**config.mk**
```make
export PLATFORM = sky130hd
export DESIGN_NAME = host_port
export DESIGN_NICKNAME = d
export VERILOG_FILES = /design/src/core/host_port_pkg.sv /design/src/core/lane_parity.sv /design/src/core/host_port.sv
export SDC_FILE = /design/constraint.sdc
export NUM_CORES = 1
export LEC_CHECK = 0
export BUFFER_PORTS_ARGS = -buffer_cell sky130_fd_sc_hd__buf_2
export CAP_MARGIN = 20
export CORE_MARGIN = 2
export CORE_UTILIZATION = 43
export DETAILED_ROUTE_END_ITERATION = 6
export GPL_TIMING_DRIVEN = 0
export PLACE_DENSITY_LB_ADDON = 0.12
export SYNTH_ARGS = -nofsm -noshare
export SYNTH_HDL_FRONTEND = slang
export SYNTH_SLANG_ARGS = --single-unit
```
**constraint.sdc**
```tcl
create_clock -name host_bus_clock -period 1.8 [get_ports host_bus_clock]
set_clock_uncertainty 0.05 [all_clocks]
set_input_delay 0.36 -clock host_bus_clock [delete_from_list [all_inputs] [get_ports host_bus_clock]]
set_output_delay 0.36 -clock host_bus_clock [all_outputs]
set_load 0.01 [all_outputs]
```
**src/core/host_port_pkg.sv**
```systemverilog
// Package with constants and carrier types for the host bus slave port.
package host_port_pkg;

  // ****************************************************************
  // Widths and encodings
  // ****************************************************************
  localparam int unsigned ADDR_W = 18;
  localparam int unsigned DATA_W = 32;
  localparam int unsigned LANES  = 4;

  localparam logic [1:0] SIZE_BYTE = 2'h1;
  localparam logic [1:0] SIZE_HALF = 2'h2;
  localparam logic [1:0] SIZE_WORD = 2'h0;

  localparam logic [1:0] WIDTH_8  = 2'h0;
  localparam logic [1:0] WIDTH_16 = 2'h1;
  localparam logic [1:0] WIDTH_32 = 2'h2;

  // Cycles to wait for the system bus before forcing a retry.
  localparam logic [7:0] SYS_TIMEOUT_CYC = 8'h40;

  // Reset values of outputs.
  localparam logic [DATA_W-1:0] DATA_RST = 32'h0000_0000;
  localparam logic [LANES-1:0]  PAR_RST  = 4'h0;

  // ****************************************************************
  // Carrier types
  // ****************************************************************
  typedef struct packed {
    logic [ADDR_W-1:0] addr;
    logic              read;
    logic [1:0]        size;
    logic              burst_n;
    logic [DATA_W-1:0] wdata;
    logic [LANES-1:0]  wpar;
  } host_req_t;

  typedef struct packed {
    logic              req;
    logic              write;
    logic [ADDR_W-1:0] addr;
    logic [LANES-1:0]  be;
    logic [DATA_W-1:0] wdata;
  } sys_req_t;

  typedef struct packed {
    logic              done;
    logic              error;
    logic              retry;
    logic [DATA_W-1:0] rdata;
  } sys_rsp_t;

  typedef enum logic [1:0] {
    ST_IDLE = 2'b00,
    ST_BUSY = 2'b01,
    ST_RESP = 2'b11,
    ST_HOLD = 2'b10
  } state_t;

endpackage

```
**src/core/lane_parity.sv**
```systemverilog
// Per-lane even parity generator and lane enable decoder.
`timescale 1ns/10ps
module lane_parity (
  input  wire logic [31:0] data,
  input  wire logic [1:0]  width_sel,
  output logic      [3:0]  lane_en,
  output logic      [3:0]  parity
);

  // ****************************************************************
  // Lane parity
  // ****************************************************************
  // One parity bit per byte lane, zero for lanes outside the width.
  genvar g;
  generate
    for (g = 0; g < 4; g++) begin : g_lane
      assign parity[g] = lane_en[g] & (^data[8*g +: 8]);
    end
  endgenerate

  // Lane enables follow the selected bus width.
  assign lane_en = (width_sel == host_port_pkg::WIDTH_8)  ? 4'h1 :
                   (width_sel == host_port_pkg::WIDTH_16) ? 4'h3 :
                   4'hf;

endmodule

```
**src/core/host_port.sv**
```systemverilog
// Host bus slave port bridging an external master to the system bus.
`timescale 1ns/10ps
module host_port (
  input  wire logic                          host_bus_clock,
  input  wire logic                          resetn,
  input  wire logic                          clk_en,
  input  wire logic                          port_enable,
  input  wire logic [1:0]                    width_sel,
  input  wire logic                          chip_select_low_n,
  input  wire logic                          chip_select_high,
  input  wire logic                          transfer_strobe_n,
  input  wire logic                          read_write_select,
  input  wire logic [1:0]                    transfer_size,
  input  wire logic                          burst_n,
  input  wire logic [17:0]                   host_addr,
  input  wire logic [31:0]                   host_data_in,
  output logic      [31:0]                   host_data_out,
  output logic      [31:0]                   host_data_oe,
  input  wire logic [3:0]                    host_parity_in,
  output logic      [3:0]                    host_parity_out,
  output logic      [3:0]                    host_parity_oe,
  output logic                               transfer_ack_n,
  output logic                               transfer_error_ack_n,
  output logic                               retry_request_n,
  output logic                               parity_error,
  output logic                               sys_clk,
  output host_port_pkg::sys_req_t            sys_req,
  input  wire host_port_pkg::sys_rsp_t       sys_rsp
);

  // ****************************************************************
  // Decode
  // ****************************************************************
  // Byte enables for the requested size, aligned by the low address.
  function automatic logic [3:0] size_be(input logic [1:0] sz,
                                         input logic [1:0] a);
    logic [3:0] be;
    be = 4'h0;
    case (sz)
      host_port_pkg::SIZE_BYTE: be = 4'h1 << a;
      host_port_pkg::SIZE_HALF: be = a[1] ? 4'hc : 4'h3;
      host_port_pkg::SIZE_WORD: be = 4'hf;
      default:                  be = 4'hf;
    endcase
    return be;
  endfunction

  // Spread a lane enable over the eight bits of each byte lane. Both the
  // write masking and the read drivers use it, so they cannot disagree.
  function automatic logic [31:0] lane_mask(input logic [3:0] en);
    lane_mask = {{8{en[3]}}, {8{en[2]}}, {8{en[1]}}, {8{en[0]}}};
  endfunction

  // Selection needs both selects true together while the port is used.
  wire selected = port_enable & ~chip_select_low_n & chip_select_high
                  & ~transfer_strobe_n;
  wire [3:0] lane_en;
  wire [3:0] wpar_calc;
  wire [3:0] rpar_calc;
  wire [3:0] req_be = size_be(transfer_size, host_addr[1:0]);

  // The system bus shares the host clock; there is no crossing.
  assign sys_clk = host_bus_clock;

  // ****************************************************************
  // State
  // ****************************************************************
  host_port_pkg::state_t     state_q, state_d;
  host_port_pkg::sys_req_t   req_q, req_d;
  logic [31:0]               rdata_q, rdata_d;
  logic                      reading_q, reading_d;
  logic                      ack_q, ack_d;
  logic                      tea_q, tea_d;
  logic                      rty_q, rty_d;
  logic                      perr_q, perr_d;
  logic [7:0]                tmo_q, tmo_d;

  lane_parity u_wpar (
    .data      (host_data_in),
    .width_sel (width_sel),
    .lane_en   (lane_en),
    .parity    (wpar_calc)
  );

  lane_parity u_rpar (
    .data      (rdata_q),
    .width_sel (width_sel),
    .lane_en   (),
    .parity    (rpar_calc)
  );

  // Next state. A single response flag is raised per transaction, and
  // the hold state waits for the strobe to rise, unless burst_n is low, so that one long strobe
  // is not taken twice.
  always_comb begin
    state_d   = state_q;
    req_d     = req_q;
    rdata_d   = rdata_q;
    reading_d = reading_q;
    ack_d     = 1'b0;
    tea_d     = 1'b0;
    rty_d     = 1'b0;
    perr_d    = perr_q;
    tmo_d     = tmo_q;
    case (state_q)
      host_port_pkg::ST_IDLE: begin
        reading_d = 1'b0;
        if (selected) begin
          req_d.req   = 1'b1;
          req_d.write = ~read_write_select;
          req_d.addr  = host_addr;
          req_d.be    = req_be & lane_en;
          req_d.wdata = host_data_in & lane_mask(lane_en);
          perr_d      = ~read_write_select &
                        ((wpar_calc ^ host_parity_in) & lane_en) != 4'h0;
          tmo_d       = host_port_pkg::SYS_TIMEOUT_CYC;
          state_d     = host_port_pkg::ST_BUSY;
        end
      end
      host_port_pkg::ST_BUSY: begin
        req_d.req = 1'b0;
        tmo_d     = tmo_q - 8'h01;
        if (sys_rsp.done | sys_rsp.error | sys_rsp.retry
            | tmo_q == 8'h00) begin
          state_d = host_port_pkg::ST_RESP;
          if (sys_rsp.error) begin
            tea_d = 1'b1;
          end else if (sys_rsp.retry | ~sys_rsp.done) begin
            rty_d = 1'b1;
          end else begin
            ack_d     = 1'b1;
            rdata_d   = sys_rsp.rdata;
            reading_d = ~req_q.write;
          end
        end
      end
      host_port_pkg::ST_RESP: begin
        reading_d = 1'b0;
        state_d   = host_port_pkg::ST_HOLD;
      end
      host_port_pkg::ST_HOLD: begin
        // A burst may issue its next beat while the strobe stays low.
        if (transfer_strobe_n | ~burst_n) begin
          state_d = host_port_pkg::ST_IDLE;
        end
      end
      default: begin
        state_d = host_port_pkg::ST_IDLE;
      end
    endcase
  end

  // Registers, all updated on the rising host clock.
  always_ff @(posedge host_bus_clock or negedge resetn) begin
    if (!resetn) begin
      state_q   <= host_port_pkg::ST_IDLE;
      req_q     <= '0;
      rdata_q   <= host_port_pkg::DATA_RST;
      reading_q <= 1'b0;
      ack_q     <= 1'b0;
      tea_q     <= 1'b0;
      rty_q     <= 1'b0;
      perr_q    <= 1'b0;
      tmo_q     <= 8'h00;
    end else if (clk_en) begin
      state_q   <= state_d;
      req_q     <= req_d;
      rdata_q   <= rdata_d;
      reading_q <= reading_d;
      ack_q     <= ack_d;
      tea_q     <= tea_d;
      rty_q     <= rty_d;
      perr_q    <= perr_d;
      tmo_q     <= tmo_d;
    end
  end

  // ****************************************************************
  // Outputs
  // ****************************************************************
  // Read data is driven only during the acknowledge cycle of a read,
  // and only on the lanes of the selected width.
  assign host_data_out   = rdata_q;
  assign host_data_oe    = lane_mask({4{reading_q}} & lane_en);
  assign host_parity_out = rpar_calc;
  assign host_parity_oe  = {4{reading_q}} & lane_en;
  assign transfer_ack_n       = ~ack_q;
  assign transfer_error_ack_n = ~tea_q;
  assign retry_request_n      = ~rty_q;
  assign parity_error    = perr_q;
  assign sys_req         = req_q;

endmodule

```
* After elaboration in Yosys (flattened, before gate mapping) *
Cells that the tools add are included.

word-level totals
  register bits after elaboration = 103
  logic and storage cells = 106

operators by class
  add/subtract/negate cells = 1
  eq/ne operators = 11
  shift operators = 1
  mux-type cells = 27
  bitwise logic cells = 33
  reduce and logical (&&, ||, !) cells = 20

operators with widths
  operator                                             count
  parity 8 bit                                         8
  two-way mux 56 bit                                   1
  AND 32 bit                                           1
  one-hot mux 8 bit (2 select lines)                   1
  two-way mux 1 bit                                    14
  AND 1 bit                                            12
  AND 4 bit                                            3
  two-way mux 4 bit                                    3
  NOT 1 bit                                            11
  inequality test 2 bit, second input constant         5
  AND reduction 5 bit                                  2
  zero test 8 bit                                      1
  two-way mux 8 bit                                    1
  one-hot mux 2 bit (4 select lines)                   1
  one-hot mux 4 bit (2 select lines)                   1
  subtractor 8 x 1 -> 8 bit, second input constant     1
  equality test 2 x 1 -> 1 bit, second input constant  3
  equality test 2 bit, second input constant           3
  two-way mux 2 bit                                    3
  AND reduction 3 bit                                  2
  bitwise OR 1 bit                                     5
  zero test 2 bit                                      2
  one-hot mux 1 bit (2 select lines)                   2
  AND reduction 4 bit                                  1
  other kinds (5)                                      6

* Logic depth before layout (Yosys ltp) *
  depth after elaboration = 8
  mapped depth = 8
  gate-level depth less buffers = 7

* Hierarchy *
From an unflattened synthesis, not the netlist that was laid out.

second synthesis, totals
  cell total of the unflattened synthesis = 523
  area total of the unflattened synthesis = 5,322.6 um2

modules (own cells, without submodules)
  module       times used  cells an instance  area each (um2)  sequential area each (um2)
  host_port    1           451                4,737.0          2,577.5
  lane_parity  2           36                 292.8            0.0

==> results.toml <==
[die]
start_util_pct = 44.6
fp.dieW_um = 113
dieArea_mm2 = 0.0128
core_region_area_mm2 = 0.0115
die_h_um = 113
io_pins = 235
core.rowCount = 39

[run_status]
status = "finished, violations left"
violations = "design-rule violations, negative setup slack"

[power_and_ir_drop]
p_leak_nw = 4.09
power_density_mw_per_mm2 = 1590
vdd.ir_drop.worst_mv = 1.37

[synth]
synth_seq_area_share_pct = 50.2
mappedNetlistNets = 616
netlist_area_mm2 = 0.00513
synth_cell_types = 40
synthArstFlopShare_pct = 100
yosysWarnings = 0
synth-edff-count = 0
ys_ff_latch = 103
avgSynthCellArea_um2 = 10.2
synthCells = 505
synth_flop_cell = "dfrtp_1"

[layout]
final_common_cell = "buf_2"
drive_gt1_share_pct = 47.6
fillers = 958
nets = 889
n_antenna_cell = 0
stdcell_area_mm2 = 0.00728
instances_no_fill = 922
syn_to_final_growth_pct = 41.9
final_cell_mix = "226 x buf_2, 133 x nand2_1, 102 x dfrtp_1"

[place]
dp_slack_ps = -444
gp_congestion = 0.831
dp_cells = 883
post_dp_cell_area_mm2 = 0.00651
portBuffers = 234
dpl.hpwl_um = 10200

[global_route]
antenna_found_initial = 0
grt_max_degree = 66
grt_pass1_vias = 4580
grt_first_pass_wirelength_um = 21400
globalRoute.totalOverflow = 0
grt_use_total_pct = 21.1

[detailed_routing]
via_per_inst = 4.78
dr.pass1.iters = 7
via_count = 4407
drt_wl_total_um = 13400
drt_iter0_drc = 165
ant_nets = 0
wl_per_cell_um = 14.6
drc = 18

[sta]
hold_viol = 0
relSlewSlack_pct = 64.6
worstMarginPinSlew_ps = 530
fmax_mhz = 495
tns_ps = -1840
drv_slew = 0
period_share_pct = 112
finalSetupViolCount = 21
fin_ws_ps = -220
rsz0062_at_grt = "yes"
period_needed_ps = 2020

[worst_hold_path]
hold_class = "input port to flip-flop"

[cts]
clk_pin_slew_ps = 70
clkLatencyLatePin_ps = 450
cts_tree = "yes"

[worst_setup_path]
end_kind = "primary output"
worst_ep_required_time_ps = 1390
worst_setup_path_start_kind = "flip-flop"
arrival_ps = 1610
critPathKind = "flip-flop to primary output"
worst-path-max-fanout = 3
r2r_slack_ps = 70

[run]
drv_cap = 0
==> logic make-up after synthesis <==
kind of cell | count (synthesis) | share of synthesized area (%)
simple gates | 195 | 16.9
flops | 103 | 50.2
buf+inv | 70 | 8.05
xor+xnor | 62 | 11.4
mux | 34 | 7.44
compound gates | 32 | 3.78
fa+ha+maj | 9 | 2.19
==> through the flow <==
step | util [%] | power (mW) | hold WS [ps]
floorplan | - | 6.88 | 14.4
global placement | 56.3 | 8.65 | 395
detailed placement | 56.5 | 8.82 | 320
CTS | 62.3 | 11.5 | 34.4
global route | 63.2 | 12.4 | 46.5
finish | 63.2 | 11.6 | 43.4
==> worst paths after layout <==
kind / startpoint / endpoint / cells past startpoint
setup / recovery: host_data_out[21]$_DFFE_PN0P_ / host_parity_out[2] / 5
hold / removal: host_addr[7] / sys_req[43]$_DFFE_PN0P_ / 3
setup reg to reg: state_q[1]$_DFFE_PN0P_ / host_data_out[20]$_DFFE_PN0P_ / 7
hold reg to reg: sys_req[16]$_DFFE_PN0P_ / sys_req[16]$_DFFE_PN0P_ / 2
max in group asynchronous: resetn / reading_q$_DFFE_PN0P_ / 3
min in group asynchronous: resetn / host_data_out[2]$_DFFE_PN0P_ / 2
==> flip-flops by register name, summed over array words and instances, names as in the netlist <==
signal,cells
sys_req,56
tea_q,1
parity_error,1
host_data_out,32
rty_q,1
reading_q,1
state_q,2
ack_q,1
tmo_q,8
==> synthesized netlist by cell type, types with 7 or more instances <==
master    instances  share of area, %
nor2_1           11              0.80
ha_1              9               2.2
nand3_1          28               2.7
buf_4            38               5.6
mux2_2           26               5.7
xnor2_1          45               7.7
dfrtp_1         103                50
inv_1            15               1.1
xor2_1           14               2.4
nand2_1         133               9.7
clkbuf_1         11              0.80
mux2_1            7               1.5
o21ai_0          13               1.3
==> critical path, stage by stage (launching register included) <==
cell and delay [ps]:
dfrtp_1 430, xnor2_2 160, xnor2_1 180, xnor2_1 130, and2_1 150, buf_6 110
==> metal layers <==
metal	track usage [%]	vias up	share of wire [%]
li1	-	2136	-
met2	36.6	173	50
met4	9.35	0	1.7
met5	0	-	0
met1	23.8	2078	39
met3	6.59	20	8.6
==> layout make-up <==
type,count,area (µm²),area share [%]
Inverter,15,56.3,0.773
Buffer,53,413,5.67
Timing Repair Buffer,259,1460,20.1
Clock inverter,2,35.0,0.481
Tap cell,143,179,2.46
Clock buffer,14,325,4.47
Sequential cell,103,2580,35.4
Multi-Input combinational cell,333,2230,30.6
==> report_power, final <==
group	switching [mW]	leakage, nW	internal, mW
logic	2.53	2.57	2.79
registers	0.700	1.34	3.24
clock network	0.877	0.184	1.43
==> what timing repair did <==
action	in CTS	in global routing
resized for setup	35	21
pin swaps	12	8
endpoints found under the hold margin	38	0
buffers inserted	22	3
hold buffers	1	0
gates cloned	1	0
endpoints found under the setup margin	98	112
(Power assumes the default switching activity.)
